$ cat src/hdl/hsc_pkg.sv
// package with constants for the humidity sensor command port
package hsc_pkg;
   localparam int        CLK_MHZ         = 200;
   localparam logic [6:0] DEV_ADDR       = 7'h40;
   localparam logic [1:0] MODE_ANALOG    = 2'h0;
   localparam logic [1:0] MODE_PWM       = 2'h1;
   localparam logic [1:0] MODE_PDM       = 2'h2;
   localparam logic [1:0] MODE_I2C       = 2'h3;
   localparam logic [7:0] CMD_T_HOLD     = 8'hE3;
   localparam logic [7:0] CMD_RH_HOLD    = 8'hE5;
   localparam logic [7:0] CMD_T_POLL     = 8'hF3;
   localparam logic [7:0] CMD_RH_POLL    = 8'hF5;
   localparam logic [7:0] CMD_WR_USER    = 8'hE6;
   localparam logic [7:0] CMD_RD_USER    = 8'hE7;
   localparam logic [7:0] CMD_SOFT_RST   = 8'hFE;
   localparam logic [7:0] USER_RESET     = 8'h3A;
   localparam logic [7:0] CRC_POLY       = 8'h31;
   localparam logic [7:0] CRC_INIT       = 8'h00;
   localparam int        STARTUP_MS      = 10;
   localparam int        SOFT_RESET_MS   = 15;
   localparam int        T14_MS          = 34;
   localparam int        T13_MS          = 17;
   localparam int        T11_MS          = 9;
   localparam int        RH12_MS         = 38;
   localparam int        RH11_MS         = 22;
   localparam int        RH8_MS          = 9;
   localparam int        CYC_PER_MS      = CLK_MHZ * 1000;
   localparam int        STARTUP_CYC     = STARTUP_MS * CYC_PER_MS;
   localparam int        SOFT_RESET_CYC  = SOFT_RESET_MS * CYC_PER_MS;
endpackage

$ cat src/hdl/hsc_sync.sv
// two flip-flop synchroniser for pin inputs
`timescale 1ns/1ps
module hsc_sync #(
   parameter int  WIDTH = 1,
   parameter logic RST_VAL = 1'b1
) (
   input  wire logic             sys_clk_i,
   input  wire logic             reset_n_i,
   input  wire logic [WIDTH-1:0] async_i,
   output logic      [WIDTH-1:0] sync_o
);
   logic [WIDTH-1:0] meta;

   always_ff @(posedge sys_clk_i or negedge reset_n_i)
   begin
      if (!reset_n_i)
      begin
         meta   <= {WIDTH{RST_VAL}};
         sync_o <= {WIDTH{RST_VAL}};
      end
      else
      begin
         meta   <= async_i;
         sync_o <= meta;
      end
   end
endmodule

$ cat src/hdl/hsc_crc8.sv
// one-byte step of the checksum generator
`timescale 1ns/1ps
module hsc_crc8
   import hsc_pkg::*;
(
   input  wire logic [7:0] crc_i,
   input  wire logic [7:0] data_i,
   output logic      [7:0] crc_o
);
   always_comb
   begin
      logic [7:0] c;
      c = crc_i ^ data_i;
      for (int i = 0; i < 8; i++)
      begin
         c = c[7] ? ((c << 1) ^ CRC_POLY) : (c << 1);
      end
      crc_o = c;
   end
endmodule

$ cat src/hdl/hsc_top.sv
// humidity sensor serial command port and mode front end
//
// Overview of operation
// - mode pins pick analogue, pulse or serial
// - pulse modes drive SDA low while pulse_level_i is low
// - idle reached after 10 ms of SCL high from power-up
// - unused sensor falls back to sleep
// - detect start and stop conditions
// - answer only target address 1000000
// - pull SDA low for acknowledge bit
// - E3/E5 start hold-mode measurements
// - F3/F5 measure with SCL released
// - hold SCL low during hold conversion
// - poll read acknowledged only when ready
// - result bit 1 is type, bit 0 zero
// - master NACK after LSB skips checksum
// - conversion times by type and resolution
// - accept repeated start or stop
// - sample on SCL rise, change after fall
// - both lines open-drain, pull low only
// - static logic, no minimum SCL rate
// - checksum is CRC-8, x^8+x^5+x^4+1
// - soft reset restores defaults, except user_reg bit 2, within 15 ms
// - defaults 12/14 bit, MSB first bytes
`timescale 1ns/1ps
module hsc_top
   import hsc_pkg::*;
#(
   parameter int STARTUP_CYCLES    = STARTUP_CYC,
   parameter int SOFT_RESET_CYCLES = SOFT_RESET_CYC,
   parameter int CYCLES_PER_MS     = CYC_PER_MS
) (
   input  wire logic        sys_clk_i,
   input  wire logic        reset_n_i,
   input  wire logic [1:0]  mode_sel_i,
   input  wire logic        scl_i,
   output logic             scl_o,
   output logic             scl_oe_o,
   input  wire logic        sda_i,
   output logic             sda_o,
   output logic             sda_oe_o,
   input  wire logic [13:0] temp_sample_i,
   input  wire logic [13:0] hum_sample_i,
   input  wire logic        pulse_level_i,
   output logic             humidity_voltage_out,
   output logic             analog_en_o,
   output logic             sleep_o,
   output logic             meas_busy_o,
   output logic [15:0]      humidity_result_word,
   output logic [7:0]       user_reg_o
);
   import hsc_pkg::*;

   // ------------------------------------------------------------
   // pin synchronisers and edge detection
   // ------------------------------------------------------------
   logic [1:0] sync_lines;
   logic [1:0] mode_s;
   logic       scl_d;
   logic       sda_d;

   hsc_sync #(.WIDTH(2), .RST_VAL(1'b1)) u_sync_bus (
      .sys_clk_i (sys_clk_i),
      .reset_n_i (reset_n_i),
      .async_i   ({scl_i, sda_i}),
      .sync_o    (sync_lines)
   );

   hsc_sync #(.WIDTH(2), .RST_VAL(1'b0)) u_sync_mode (
      .sys_clk_i (sys_clk_i),
      .reset_n_i (reset_n_i),
      .async_i   (mode_sel_i),
      .sync_o    (mode_s)
   );

   wire scl_s    = sync_lines[1];
   wire sda_s    = sync_lines[0];
   wire scl_rise = scl_s & ~scl_d;
   wire scl_fall = ~scl_s & scl_d;
   // edges found by oversampling, so any slow SCL works
   wire start_c  = scl_s & scl_d & sda_d & ~sda_s;
   wire stop_c   = scl_s & scl_d & ~sda_d & sda_s;

   always_ff @(posedge sys_clk_i or negedge reset_n_i)
   begin
      if (!reset_n_i)
      begin
         scl_d <= 1'b1;
         sda_d <= 1'b1;
      end
      else
      begin
         scl_d <= scl_s;
         sda_d <= sda_s;
      end
   end

   // ------------------------------------------------------------
   // mode decode and startup timer
   // ------------------------------------------------------------
   logic [31:0] boot_cnt;
   logic        ready;
   wire         i2c_mode   = (mode_s == MODE_I2C);
   wire         pulse_mode = (mode_s == MODE_PWM) || (mode_s == MODE_PDM);
   wire         boot_done  = (boot_cnt == 32'h0);
   logic        soft_rst_req;

   // idle is reached once the count expires; a soft reset reloads it
   always_ff @(posedge sys_clk_i or negedge reset_n_i)
   begin
      if (!reset_n_i)
         boot_cnt <= STARTUP_CYCLES[31:0];
      else if (soft_rst_req)
         boot_cnt <= SOFT_RESET_CYCLES[31:0];
      else if (!boot_done && scl_s)
         boot_cnt <= boot_cnt - 32'h1;
   end
   assign ready = boot_done;

   // ------------------------------------------------------------
   // measurement engine
   // ------------------------------------------------------------
   logic [7:0]  user_reg;
   logic        meas_hum;
   logic        meas_busy;
   logic        result_ok;
   logic [31:0] meas_cnt;
   logic [15:0] result;
   logic        meas_go;
   logic        meas_go_hum;
   wire  [1:0]  res_sel = {user_reg[7], user_reg[0]};
   logic [31:0] meas_ms;

   // conversion time from type and resolution
   always_comb
   begin
      unique case (res_sel)
         2'b00:   meas_ms = meas_go_hum ? RH12_MS : T14_MS;
         2'b01:   meas_ms = meas_go_hum ? RH8_MS  : T13_MS;
         2'b10:   meas_ms = meas_go_hum ? RH11_MS : T13_MS;
         default: meas_ms = meas_go_hum ? RH11_MS : T11_MS;
      endcase
   end

   wire [31:0] meas_load = meas_ms * CYCLES_PER_MS;
   wire [15:0] next_result = meas_hum ? {hum_sample_i, 2'b10} : {temp_sample_i, 2'b00};

   always_ff @(posedge sys_clk_i or negedge reset_n_i)
   begin
      if (!reset_n_i)
      begin
         meas_busy <= 1'b0;
         meas_hum  <= 1'b0;
         meas_cnt  <= 32'h0;
         result_ok <= 1'b0;
         result    <= 16'h0;
      end
      else if (meas_go)
      begin
         meas_busy <= 1'b1;
         meas_hum  <= meas_go_hum;
         meas_cnt  <= meas_load;
         result_ok <= 1'b0;
      end
      else if (meas_busy)
      begin
         if (meas_cnt <= 32'h1)
         begin
            meas_busy <= 1'b0;
            result_ok <= 1'b1;
            result    <= next_result;
         end
         else
            meas_cnt <= meas_cnt - 32'h1;
      end
   end

   // ------------------------------------------------------------
   // serial target state machine
   // ------------------------------------------------------------
   typedef enum {ST_IDLE, ST_ADDR, ST_ADDR_ACK, ST_CMD, ST_CMD_ACK, ST_WDATA, ST_WDATA_ACK,
                 ST_HOLD, ST_TX, ST_TX_ACK, ST_IGNORE} hsc_state_e;
   hsc_state_e  state;
   logic [7:0]  shreg;
   logic [3:0]  bitcnt;
   logic [7:0]  cmd;
   logic [1:0]  byte_idx;
   logic [7:0]  crc;
   logic        sda_low;
   logic        scl_low;
   logic        hold_pend;
   logic [7:0]  crc_next;

   hsc_crc8 u_crc (
      .crc_i  (crc),
      .data_i (shreg),
      .crc_o  (crc_next)
   );

   wire [7:0] rx_byte   = {shreg[6:0], sda_s};
   wire       addr_hit  = (rx_byte[7:1] == DEV_ADDR);
   wire       is_hold   = (rx_byte == CMD_T_HOLD) || (rx_byte == CMD_RH_HOLD);
   wire       is_poll   = (rx_byte == CMD_T_POLL) || (rx_byte == CMD_RH_POLL);
   wire       rd_ready  = result_ok && !meas_busy;
   wire       rd_user   = (cmd == CMD_RD_USER);

   always_ff @(posedge sys_clk_i or negedge reset_n_i)
   begin
      if (!reset_n_i)
      begin
         state        <= ST_IDLE;
         shreg        <= 8'h0;
         bitcnt       <= 4'h0;
         cmd          <= 8'h0;
         byte_idx     <= 2'd0;
         crc          <= CRC_INIT;
         sda_low      <= 1'b0;
         scl_low      <= 1'b0;
         hold_pend    <= 1'b0;
         user_reg     <= USER_RESET;
         meas_go      <= 1'b0;
         meas_go_hum  <= 1'b0;
         soft_rst_req <= 1'b0;
      end
      else
      begin
         meas_go      <= 1'b0;
         soft_rst_req <= 1'b0;
         if (!i2c_mode || !ready)
         begin
            state   <= ST_IDLE;
            sda_low <= 1'b0;
            scl_low <= 1'b0;
         end
         else if (stop_c)
         begin
            state   <= ST_IDLE;
            sda_low <= 1'b0;
         end
         else if (start_c)
         begin
            state   <= ST_ADDR;
            bitcnt  <= 4'h0;
            sda_low <= 1'b0;
         end
         else
         begin
            unique case (state)
               ST_IDLE, ST_IGNORE: sda_low <= 1'b0;
               ST_ADDR, ST_CMD, ST_WDATA:
                  if (scl_rise)
                  begin
                     shreg  <= rx_byte;
                     bitcnt <= bitcnt + 4'h1;
                     if (bitcnt == 4'd7)
                     begin
                        if (state == ST_ADDR)
                        begin
                           if (addr_hit && (!rx_byte[0] || rd_ready || rd_user))
                              state <= ST_ADDR_ACK;
                           else
                              state <= ST_IGNORE;
                        end
                        else if (state == ST_CMD)
                        begin
                           cmd   <= rx_byte;
                           state <= ST_CMD_ACK;
                           if (is_hold || is_poll)
                           begin
                              meas_go     <= 1'b1;
                              meas_go_hum <= rx_byte[2];
                              hold_pend   <= is_hold;
                           end
                        end
                        else
                        begin
                           user_reg <= rx_byte;
                           state    <= ST_WDATA_ACK;
                        end
                     end
                  end
               ST_ADDR_ACK, ST_CMD_ACK, ST_WDATA_ACK:
                  if (scl_fall)
                  begin
                     if (!sda_low)
                        sda_low <= 1'b1;
                     else
                     begin
                        sda_low <= 1'b0;
                        bitcnt  <= 4'h0;
                        if (state == ST_ADDR_ACK && shreg[0])
                        begin
                           state    <= ST_TX;
                           byte_idx <= 2'd0;
                           crc      <= CRC_INIT;
                           shreg    <= rd_user ? user_reg : result[15:8];
                           sda_low  <= rd_user ? ~user_reg[7] : ~result[15];
                        end
                        else if (state == ST_ADDR_ACK)
                           state <= ST_CMD;
                        else if (state == ST_CMD_ACK && cmd == CMD_SOFT_RST)
                        begin
                           // reset only once the command byte has been acknowledged
                           soft_rst_req <= 1'b1;
                           user_reg     <= {USER_RESET[7:3], user_reg[2], USER_RESET[1:0]};
                           state        <= ST_IGNORE;
                        end
                        else if (state == ST_CMD_ACK && cmd == CMD_WR_USER)
                           state <= ST_WDATA;
                        else if (state == ST_CMD_ACK && hold_pend)
                        begin
                           state   <= ST_HOLD;
                           scl_low <= 1'b1;
                        end
                        else
                           state <= ST_IGNORE;
                     end
                  end
               ST_HOLD:
                  if (!meas_busy && !meas_go)
                  begin
                     scl_low   <= 1'b0;
                     hold_pend <= 1'b0;
                     state     <= ST_IGNORE;
                  end
               ST_TX:
                  if (scl_fall)
                  begin
                     bitcnt <= bitcnt + 4'h1;
                     if (bitcnt == 4'd7)
                     begin
                        sda_low <= 1'b0;
                        state   <= ST_TX_ACK;
                     end
                     else
                        sda_low <= ~shreg[6 - bitcnt[2:0]];
                  end
               ST_TX_ACK:
                  if (scl_rise)
                  begin
                     crc <= crc_next;
                     if (sda_s || rd_user || byte_idx == 2'd2)
                        state <= ST_IGNORE;
                  end
                  else if (scl_fall)
                  begin
                     byte_idx <= byte_idx + 2'd1;
                     bitcnt   <= 4'h0;
                     shreg    <= (byte_idx == 2'd0) ? result[7:0] : crc;
                     sda_low  <= (byte_idx == 2'd0) ? ~result[7] : ~crc[7];
                     state    <= ST_TX;
                  end
               default: state <= ST_IDLE;
            endcase
         end
      end
   end

   // ------------------------------------------------------------
   // pin drivers and status
   // ------------------------------------------------------------
   // open-drain: data is always 0, only the enable moves
   wire pulse_drive = pulse_mode && ready && !pulse_level_i;
   assign sda_o    = 1'b0;
   assign scl_o    = 1'b0;
   assign sda_oe_o = i2c_mode ? sda_low : pulse_drive;
   assign scl_oe_o = i2c_mode & scl_low;

   // analogue path only in mode 00, scl high host side fixes SCL
   assign analog_en_o          = (mode_s == MODE_ANALOG) && ready;
   assign humidity_voltage_out = analog_en_o & pulse_level_i;
   // sleep after startup whenever nothing is measured or talked
   assign sleep_o              = ready && !meas_busy && (state == ST_IDLE);
   assign meas_busy_o          = meas_busy;
   assign humidity_result_word = result;
   assign user_reg_o           = user_reg;
endmodule

$ cat config.mk
export PLATFORM = sky130hd
export DESIGN_NAME = hsc_top
export DESIGN_NICKNAME = d
export VERILOG_FILES = /design/src/hdl/hsc_pkg.sv /design/src/hdl/hsc_sync.sv /design/src/hdl/hsc_crc8.sv /design/src/hdl/hsc_top.sv
export SDC_FILE = /design/constraint.sdc
export NUM_CORES = 1
export LEC_CHECK = 0
export ABC_AREA = 1
export BUFFER_PORTS_ARGS = -buffer_cell sky130_fd_sc_hd__buf_2
export CELL_PAD_IN_SITES_DETAIL_PLACEMENT = 2
export CELL_PAD_IN_SITES_GLOBAL_PLACEMENT = 2
export CORE_ASPECT_RATIO = 1.5
export CORE_UTILIZATION = 35
export CTS_CLUSTER_SIZE = 10
export DETAILED_ROUTE_END_ITERATION = 8
export HOLD_SLACK_MARGIN = 0.15
export PLACE_DENSITY_LB_ADDON = 0.3
export SLEW_MARGIN = 40
export SYNTH_ARGS = -nofsm -noshare
export SYNTH_HDL_FRONTEND = slang
export SYNTH_SLANG_ARGS = --single-unit
$ cat constraint.sdc
create_clock -name sys_clk_i -period 3.85 [get_ports sys_clk_i]
set_input_delay 0.1925 -clock sys_clk_i [delete_from_list [all_inputs] [get_ports sys_clk_i]]
set_output_delay 0.1925 -clock sys_clk_i [all_outputs]
set_load 0.02 [all_outputs]
==> impl_results.md, run 1 <==
* Slew headroom at 47.2%
* Leak Pwr at 0.00645 uW
* Reg-to-Reg Start: user_reg_o[7]
* Commonest cells after routing, fill and taps aside: 408 x nand2_1, 177 x inv_1, 176 x nor2_1
* Run status: finished, final reports clean
* RSZ-0062 raised after global routing: false
* Layout Skew at 16.2 ps
* Top cell type's share of synthesized area at 29.9%
* Part of the cycle the worst path needs at 93.9%
* Largest delay share family, worst path: adder cells
* Port-buffer cells at 63
* Crit path buf inv count at 4
* Worst path max stage delay at 510 ps
* Setup CP Type: reg -> reg
* Fraction of layout cells with a size suffix above 1 at 11.0%
* Clock Path Buffers at 2
* F_max at about 280 MHz
* Max-cap violations at 0
* Mapped cell area at 10,300 um^2
* Ant. Diodes at 0
* Total grt overflow at 0
* Drt wl/cell at 21.3 um
* Max-slew violation count at 0
* DP Area at 11,000 um^2
* Synth warnings at 0
* Synth area leader: dfrtp_1
* Startpoint types: flop
* CTS Root Cell: clkbuf_16
* Slowest CP cell: fa_1
* Die width at 142 um
* Worst Hold Class: in -> async
* CP Capture Type: flop
* Final wirelength at 42,300 um
* Pwr per Cell Area at slightly below 300 nW/um^2
* Starting Density at about 36%
* CTS H-Tree Depth at 4
* Drt initial violations at approximately 360
* Worst-path fanout max at 6
* DR pass1 iterations at 5
* GPL Wtd Cong at around 0.87
* CTS tree: built
* Layout net count at around 1,700
* Post-route cell area at 12,000 um^2
* TritonCTS Buffers at 17
* Net switching power at ~940 uW
* GRT Util Overall at 29.4%
* Final ANT Viol Nets at 0
* Fill cells at 3,410
* Worst hold slack at 357 ps
* Most common cell after layout, fill and taps aside: nand2_1
* # IOs at 67
* Vert. Die Dim at between 200 and 250 um
* Dpl hpwl at 29,200 um
* Clock Sinks at 140
* CP most frequent cell: nand2_1
* Post-synth ARST share at 100%
* Sequential share of the synthesized area at 34.2%
* Yosys reg bits at 140
* Setup Viol. Count Final at 0
* Worst EP required at 4240 ps
* Setup TNS at 0 ps
* First-pass GRT wire length at between 60,000 and 70,000 um
* Synth area leaders: dfrtp_1 30%, nand2_1 15%, nor2_1 6.5%, inv_1 6.5%, ha_1 6.0%
* Area Overhead vs Synth at 16.7%
* Reg clk slew, reported paths at 70 ps
* Post-CTS setup buffer count at 0
* Clock network power share at 50.4%
* Register share of total power at 42.5%
* Worst-path cell chain: nor2_1, buf_4, ha_1, ha_1, inv_1, fa_1, inv_1, ha_1, nand2_2, inv_1, a21oi_1, nand2_2, nand2_1, nand2_1, nand2_1, nand3_1, nand2_1, nand2_1, nand2_1
* FF-to-FF setup slack at 230 ps
* Mean area per synthesized cell at 6.90 um^2
* Min Tclk post-route at between 3000 and 4000 ps
* VDD IR max at about 0.33 mV
* Internal at 2620 uW
* Unique masters post-synth at 49
* Final Hold Fails at 0
* Cell count after synthesis at 1,493
* Combinational Power Share at approximately 7.1%
* Worst EP arrival at 4000 ps
* Number of global-route vias before repair at approximately 12,000
* Top_reg_cell synth: dfrtp_1
* RR Endpoint: meas_cnt[17]
* Residual DRC at 0
* Row count at between 70 and 80
* Die area at 30,100 um^2
* Core area at slightly below 30,000 um^2
* Antenna violations before repair at 0
* Drt via density at 5.45
* Switch share at 26.4%
* Worst-skew pair later-pin latency at roughly 460 ps
* Worst Tran Pin Value at 792 ps
* Via Count at approximately 11,000
* Reg2Reg Depth at 19
* EDFF count, synth at 0
* Pin count of the biggest net entering global routing at 85
[flip-flops by register name (all words and copies together), names as in the netlist, 2 cells and up]
register              count
shreg                     8
u_sync_mode.sync_o        2
cmd                       8
humidity_result_word     15
meas_cnt                 32
boot_cnt                 32
bitcnt                    4
byte_idx                  2
crc                       8
u_sync_bus.meta           2
state                     4
u_sync_bus.sync_o         2
u_sync_mode.meta          2
user_reg_o                8
[what timing repair did]
item                                    4_1_cts  5_1_grt
endpoints found under the setup margin        0       11
hold endpoints to repair                     88        0
gates resized for setup                       0       10
hold buffers                                 33        0
[power by group through the flow]
stage                     clock network, uW  registers [uW]  logic, uW
after floorplan                           0            1530        132
after global placement                    0            1540        207
after detailed placement                  0            1540        216
after CTS                              1800            1510        247
after global routing                   1860            1520        279
final                                  1790            1520        252
[layer usage]
metal  share of wire, %  routed length [um]  GRT usage, %  vias up
met3                2.4                1010          3.74      132
met4                5.9                2500          18.4        0
met1                 36               15300          29.0     5450
met2                 55               23400          57.3      237
li1                   -                   -             -     4992
met5                  0                   0             0        -
[stage by stage]
step	std cells	util [%]	worst slack, ps	power, uW
4_1_cts	1984	41.6	80.5	3560
6_report	1984	41.7	234	3560
2_1_floorplan	1495	-	524	1660
3_3_place_gp	1919	38.3	316	1750
5_1_grt	1984	41.7	17.3	3650
3_5_place_dp	1919	38.3	114	1760
[area by class of cell]
cell class | count | area [um^2] | area share (%)
tap | 390 | 488 | 4.06
sequential | 140 | 3530 | 29.3
timing repair buffer | 107 | 763 | 6.35
inverter | 182 | 683 | 5.69
clock buffer | 18 | 439 | 3.66
multi-input combinational | 1133 | 5940 | 49.5
clock inverter | 14 | 170 | 1.42
[how the worst max path moves through the flow]
stage / from / to / slack (ps) / cells after the start
6_report: user_reg_o[7] / meas_cnt[17] / 230 / 19
5_1_grt: meas_go_hum / meas_cnt[21] / 20 / 19
3_5_place_dp: user_reg_o[7] / meas_cnt[17] / 110 / 21
3_3_place_gp: user_reg_o[7] / meas_cnt[21] / 320 / 19
4_1_cts: user_reg_o[7] / meas_cnt[17] / 80 / 21
2_1_floorplan: user_reg_o[7] / meas_cnt[16] / 520 / 14
[kinds of logic after synthesis]
kind of cell	Yosys count	synth area share [%]
compound gates	202	10.6
xor+xnor	44	3.74
simple gates	817	34.8
buf+inv	222	8.46
other cells	1	0.0364
flops	140	34.2
fa+ha+maj	53	6.73
mux	14	1.36
[synthesized netlist by cell type (all sizes together), types with 11 or more instances]
cell and instances:
a21oi 58, buf 19, clkbuf 21, dfrtp 123, dfstp 17, ha 49, inv 181, mux2i 14
nand2 417, nand3 120, nand4 45, nor2 196, nor3 21, o21ai 121, xnor2 11, xor2 33
Note: power is estimated with default switching activity, not from simulation.
==> run 2, diff against run 1 <==
- CORE_UTILIZATION: 35 -> 36
- CTS_BUF_LIST: not set -> sky130_fd_sc_hd__clkbuf_2
==> run 2 against run 1 <==
Core utilization fell by 0.27 points. Final area fell by 3.2%. Flip-flop and latch count did not move. Count of clock-buffer cells in the layout rose by 8. Sequential power barely moved. Worst setup slack got worse by 230 ps. Clock power fell by 51%. Highest routed layer unchanged. Maximum frequency fell by 6.1%. Combinational power rose by 11%. Clock skew rose by 60 ps. Hold slack got worse by 220 ps. Non-clock buffer count rose by 8. Largest cell class unchanged.
==> impl_results.md, run 2 (synthesized netlist as in run 1, its figures left out) <==
* First-pass GRT wire length at 68,900 um (+1.9%)
* Fraction of layout cells with a size suffix above 1 at 11.2% (+0.14 points)
* Vert. Die Dim at 209 um (-1.4%)
* Slowest CP cell: fa_1
* RR Endpoint: meas_cnt[21]
* CTS Root Cell: clkbuf_2
* Layout Skew at 76.6 ps (+60.3 ps)
* DR pass1 iterations at 8 (+3)
* GPL Wtd Cong at 0.860 (-1.3%)
* Antenna violations before repair at 2 (+2)
* Pin count of the biggest net entering global routing at 87 (+2.4%)
* FF-to-FF setup slack at 0.1 ps (-230 ps)
* Drt wl/cell at 23.9 um (+12%)
* Run status: finished, final reports clean
* Drt initial violations at 533 (+50%)
* Core area at 28,100 um^2 (-2.6%)
* Startpoint types: flop
* Fill cells at 3,356 (-1.6%)
* Worst Hold Class: in -> reg
* Leak Pwr at 0.00633 uW (-1.9%)
* Switch share at 31.2% (+4.8 points)
* GRT Util Overall at 30.7% (+1.3 points)
* Setup CP Type: reg -> reg
* CP Launch Point: user_reg_o[7]
* Number of global-route vias before repair at 12,700 (+1.6%)
* Max-cap violations at 0 (unchanged)
* Clock Sinks at 140 (unchanged)
* Part of the cycle the worst path needs at 100% (+6.1 points)
* Worst EP arrival at 4610 ps (+610 ps)
* Internal at 1840 uW (-30%)
* Die width at 140 um (-1.4%)
* Worst path max stage delay at 600 ps (+90 ps)
* Slew headroom at 40.6% (-6.5 points)
* Worst Tran Pin Value at 881 ps (+89.3 ps)
* Total grt overflow at 0 (unchanged)
* Combinational Power Share at 10.4% (+3.3 points)
* Dpl hpwl at 29,500 um (+0.99%)
* Residual DRC at 0 (unchanged)
* Critical Path End: meas_cnt[21]
* Worst hold slack at 138 ps (-219 ps)
* # IOs at 67 (unchanged)
* TritonCTS Buffers at 17 (unchanged)
* Pwr per Cell Area at 230 nW/um^2 (-22%)
* Worst EP required at 4610 ps (+370 ps)
* Final wirelength at 46,600 um (+10%)
* Max-slew violation count at 0 (unchanged)
* Fin util at 41.4% (-0.27 points)
* Reg clk slew, reported paths at 290 ps (+220 ps)
* Reg2Reg Depth at 19 (unchanged)
* Area occupied by multi-input gates at 5960 um^2 (+0.27%)
* Final ANT Viol Nets at 0 (unchanged)
* CTS H-Tree Depth at 4 (unchanged)
* Starting Density at 36.7% (+0.96 points)
* Row count at 75 (-1.3%)
* Min Tclk post-route at 3850 ps (+234 ps)
* CP Capture Type: flop
* Final Hold Fails at 0 (unchanged)
* CTS tree: built
* Area Overhead vs Synth at 12.9%
* Reg area at 3530 um^2 (about the same)
* Worst-skew pair later-pin latency at 900 ps (+440 ps)
* Setup Viol. Count Final at 0 (unchanged)
* Clock network power share at 32.8% (-18 points)
* Most common cell after layout, fill and taps aside: nand2_1
* Clock Path Buffers at 2 (unchanged)
* Commonest cells after routing, fill and taps aside: 409 x nand2_1, 177 x inv_1, 175 x nor2_1
* VDD IR max at 0.243 mV (-26%)
* Die area at 29,300 um^2 (-2.7%)
* Net switching power at 835 uW (-11%)
* F_max at 260 MHz (-6.1%)
* Register share of total power at 56.7% (+14 points)
* Reg-to-Reg Start: user_reg_o[7]
* Worst-path fanout max at 4 (-2)
* Layout net count at 1,677 (+0.48%)
* Drt via density at 5.75 (+5.6%)
* Port-buffer cells at 63 (unchanged)
* Via Count at 11,200 (+3.7%)
* Worst-path cell chain: nand2_1, inv_1, nor2_4, inv_1, ha_1, ha_1, inv_1, fa_1, inv_1, ha_1, nand2_1, o21ai_0, nand3_1, nand3_1, nand2_1, nand2_1, nor2_1, nor2_1, nor2_1
[run 2: cell types whose count changed in the layout (fill, tap and decap cells not counted), sizes merged]
cell,delta
buf,+2
diode,+2
inv,-1
clkinvlp,-3
clkbuf,+8
dlygate4sd3,+6
bufinv,-2
clkinv,-3
[run 2: how the worst min path moves through the flow]
| stage | cells past startpoint | startpoint | slack, ps | endpoint |
|---|---|---|---|---|
| finish | 4 | hum_sample_i[12] | 140 | humidity_result_word[14] |
| detailed placement | 1 | reset_n_i | 290 | meas_cnt[27] |
| CTS | 4 | hum_sample_i[4] | 150 | humidity_result_word[6] |
| global route | 4 | temp_sample_i[9] | 150 | humidity_result_word[11] |
| floorplan | 0 | reset_n_i | -100 | bitcnt[0] |
| global placement | 1 | scl_i | 300 | u_sync_bus.meta[1] |
[run 2: repair_timing]
item                                    4_1_cts  5_1_grt
endpoints found under the hold margin       146        0
endpoints found under the setup margin        6       11
gates resized for setup                       2       13
setup buffers                                 0        1
hold buffers                                 40        0
[run 2: power by group through the flow]
stage	Sequential (uW)	Combinational, uW	Clock, uW
after floorplan	1530	132	0
after global placement	1540	207	0
after detailed placement	1540	214	0
after CTS	1510	258	846
after global routing	1520	301	947
final	1520	280	878
[run 2: stage by stage]
step	cell area, um^2	std cells	total power (uW)	TNS [ps]	setup slack (ps)
6_report	11600	1949	2680	0	0.128
5_1_grt	11600	1949	2770	-857	-140
4_1_cts	11600	1946	2620	0	60.1
3_5_place_dp	11000	1875	1750	0	1.50
3_3_place_gp	11000	1875	1750	0	292
2_1_floorplan	10300	1495	1660	0	524
[run 2: final cells by class]
class,instances,area share (%)
multi-input combinational,1133,51.3
sequential,140,30.4
timing repair buffer,115,7.17
inverter,182,5.88
tap,346,3.72
clock buffer,26,1.12
clock inverter,5,0.431
antenna,2,0.0431
[run 2: worst max-delay path: cells and delay by family, from the launching register on]
family | cells | cell delay (ps)
AO/OA/AOI/OAI | 1 | 310
adder cells (fa/ha/maj) | 4 | 1570
buffers and inverters | 4 | 370
flip-flops | 1 | 510
AND/OR/NAND/NOR | 10 | 920
[run 2: layer usage]
metal  global-route usage (%)  part of all wire, %  vias to the layer above
li1                         -                    -                     5017
met1                     30.5                   36                     5679
met2                     58.5                   54                      336
met3                     4.38                  3.5                      180
met4                     20.8                  7.4                        0
met5                        0                    0                        -
==> run 3, diff against run 2 <==
- CELL_PAD_IN_SITES_DETAIL_PLACEMENT: 2 -> not set
- CELL_PAD_IN_SITES_GLOBAL_PLACEMENT: 2 -> not set
- CORE_UTILIZATION: 36 -> 60
==> run 3 against run 2 <==
Register-to-register slack better by 270 ps. Critical path depth is 3 lower. First-iteration DRC count is 32% higher. Worst setup slack better by 270 ps. Combinational power is 13% lower. Clock skew is 28 ps lower. Largest cell class unchanged. Highest routed layer unchanged.
==> impl_results.md, run 3 (synthesized netlist as in run 1, its figures left out) <==
* Min Tclk post-route at 3580 ps (-270 ps)
* GPL Wtd Cong at 0.978 (+14%)
* Number of global-route vias before repair at 9,879 (-22%)
* Post-route cell area at 11,500 um^2 (-1.4%)
* Starting Density at 61.4% (+25 points)
* VDD IR max at 0.384 mV (+58%)
* Worst EP arrival at 4240 ps (-370 ps)
* Combinational Power Share at 9.0% (-1.4 points)
* DR pass1 iterations at 7 (-1)
* Worst Tran Pin Value at 810 ps (-71.1 ps)
* Layout net count at 1,675 (-0.12%)
* Final wirelength at 29,200 um (-37%)
* Setup CP Type: reg -> reg
* CP Capture Type: flop
* Slowest CP cell: fa_1
* Layout Skew at 48.6 ps (-28.0 ps)
* Port-buffer cells at 63 (unchanged)
* Die width at 109 um (-22%)
* Worst-path cell chain: o21ai_0, ha_1, ha_1, inv_1, fa_1, inv_1, ha_1, nand2_1, o21ai_0, nand3_1, nand3_1, nand2_1, nand2_1, nor2_1, nor2_1, nor2_1
* CTS H-Tree Depth at 4 (unchanged)
* Final Hold Fails at 0 (unchanged)
* Leak Pwr at 0.00634 uW (+0.15%)
* Via Count at 10,300 (-7.8%)
* Row count at 58 (-23%)
* Switch share at 27.7% (-3.5 points)
* Post-placement cell count at 1,739 (-7.3%)
* GRT Util Overall at 34.0% (+3.3 points)
* Max-slew violation count at 0 (unchanged)
* Dpl hpwl at 21,200 um (-28%)
* Core area at 16,800 um^2 (-40%)
* F_max at 279 MHz (+7.5%)
* Post-route insts no fill at 1,810 (-7.1%)
* Commonest cells after routing, fill and taps aside: 410 x nand2_1, 177 x inv_1, 176 x nor2_1
* DP Area at 10,800 um^2 (-1.4%)
* Worst Hold Class: in -> reg
* Vert. Die Dim at 162 um (-22%)
* TritonCTS Buffers at 17 (unchanged)
* Post-CTS setup buffer count at 0 (unchanged)
* Internal at 1950 uW (+6.0%)
* Setup Viol. Count Final at 0 (unchanged)
* Clock network power share at 34.9% (+2.1 points)
* Worst EP required at 4510 ps (-100 ps)
* Pin count of the biggest net entering global routing at 89 (+2.3%)
* Residual DRC at 0 (unchanged)
* Drt initial violations at 706 (+32%)
* Area Overhead vs Synth at 11.3%
* Clock Path Buffers at 2 (unchanged)
* Slew headroom at 46.0% (+5.4 points)
* Fin util at 68.4% (+27 points)
* Fill cells at 1,461 (-56%)
* Fraction of layout cells with a size suffix above 1 at 10.6% (-0.55 points)
* Clock Sinks at 140 (unchanged)
* # IOs at 67 (unchanged)
* Worst path max stage delay at 510 ps (-90 ps)
* Net switching power at 746 uW (-11%)
* Worst-path fanout max at 6 (+2)
* Startpoint types: flop
* Die area at 17,700 um^2 (-40%)
* Worst-skew pair later-pin latency at 770 ps (-130 ps)
* Part of the cycle the worst path needs at 93.0% (-7.0 points)
* First-pass GRT wire length at 46,500 um (-33%)
* Register share of total power at 56.1% (-0.6 points)
* CTS Root Cell: clkbuf_2
* Most common cell after layout, fill and taps aside: nand2_1
* Antenna violations before repair at 1 (-1)
* CTS tree: built
* Drt via density at 5.71 (-0.75%)
* Drt wl/cell at 16.1 um (-33%)
* Final ANT Viol Nets at 0 (unchanged)
* Run status: finished, final reports clean
* RSZ-0062 raised after global routing: false
* Setup TNS at 0 ps (unchanged)
* Max-cap violations at 0 (unchanged)
* Pwr per Cell Area at 235 nW/um^2 (+2.2%)
* Reg clk slew, reported paths at 210 ps (-80 ps)
* Total grt overflow at 0 (unchanged)
[run 3: cell count changes in the layout (fill, tap and decap cells not counted), moves of 2 or more]
cell,previous run,this run
a21oi_1,56,58
dfrtp_2,3,1
buf_4,12,10
dfrtp_1,120,122
clkinvlp_4,1,3
nor2_4,8,6
clkbuf_2,26,19
bufinv_16,1,3
ha_1,47,49
[run 3: cell type report]
cell class | count | area, um^2 | share of cell area (%)
diodes | 1 | 2.50 | 0.0218
clock buffers | 19 | 95.1 | 0.830
clock inverters | 12 | 148 | 1.29
inverters | 182 | 683 | 5.96
multi-input cells | 1133 | 5920 | 51.6
flip-flops and latches | 140 | 3530 | 30.8
well taps | 210 | 263 | 2.29
repair buffers | 113 | 828 | 7.23
[run 3: what timing repair did]
| action | 4_1_cts | 5_1_grt |
|---|---|---|
| endpoints found under the setup margin | 0 | 7 |
| resized for setup | 0 | 3 |
| hold endpoints to repair | 154 | 0 |
| hold buffers | 39 | 0 |
[run 3: worst max-delay path, delay by kind of cell (launching register included)]
kind            cells  cell delay (ps)
flops               1              500
compound gates      2              780
simple gates        8              590
fa+ha+maj           4             1520
buf+inv             2              100
[run 3: routing by layer]
| metal | wire [um] | part of all wire [%] | vias up | GRT usage (%) |
|---|---|---|---|---|
| met5 | 0 | 0 | - | 0 |
| li1 | - | - | 5014 | - |
| met1 | 11000 | 38 | 4815 | 36.9 |
| met2 | 15200 | 52 | 382 | 60.6 |
| met3 | 1420 | 4.9 | 123 | 5.28 |
| met4 | 1640 | 5.6 | 0 | 21.4 |
[run 3: worst paths after layout]
path                                    startpoint                       end  slack, ps  cells past startpoint
worst max register to register       user_reg_o[0]              meas_cnt[21]        270                     16
min in group asynchronous                reset_n_i      u_sync_bus.sync_o[0]        570                      3
worst min register to register  u_sync_bus.meta[0]      u_sync_bus.sync_o[0]        360                      0
max in group asynchronous                reset_n_i                  state[0]       2750                      4
worst max-delay path                 user_reg_o[0]              meas_cnt[21]        270                     16
worst min-delay path              hum_sample_i[12]  humidity_result_word[14]        290                      4
[run 3: power by group through the flow]
stage | logic [uW] | clock network (uW) | registers (uW)
after global placement | 198 | 0 | 1540
final | 243 | 941 | 1510
after floorplan | 132 | 0 | 1530
after detailed placement | 204 | 0 | 1540
after global routing | 269 | 1000 | 1520
after CTS | 240 | 947 | 1510
[run 3: stage by stage]
step                      hold WS, ps  setup slack (ps)  total power [uW]
after CTS                         257               132              2700
final                             294               270              2700
after global routing              261              17.4              2790
after global placement            297               375              1730
after floorplan                  -103               524              1660
after detailed placement          286               196              1740
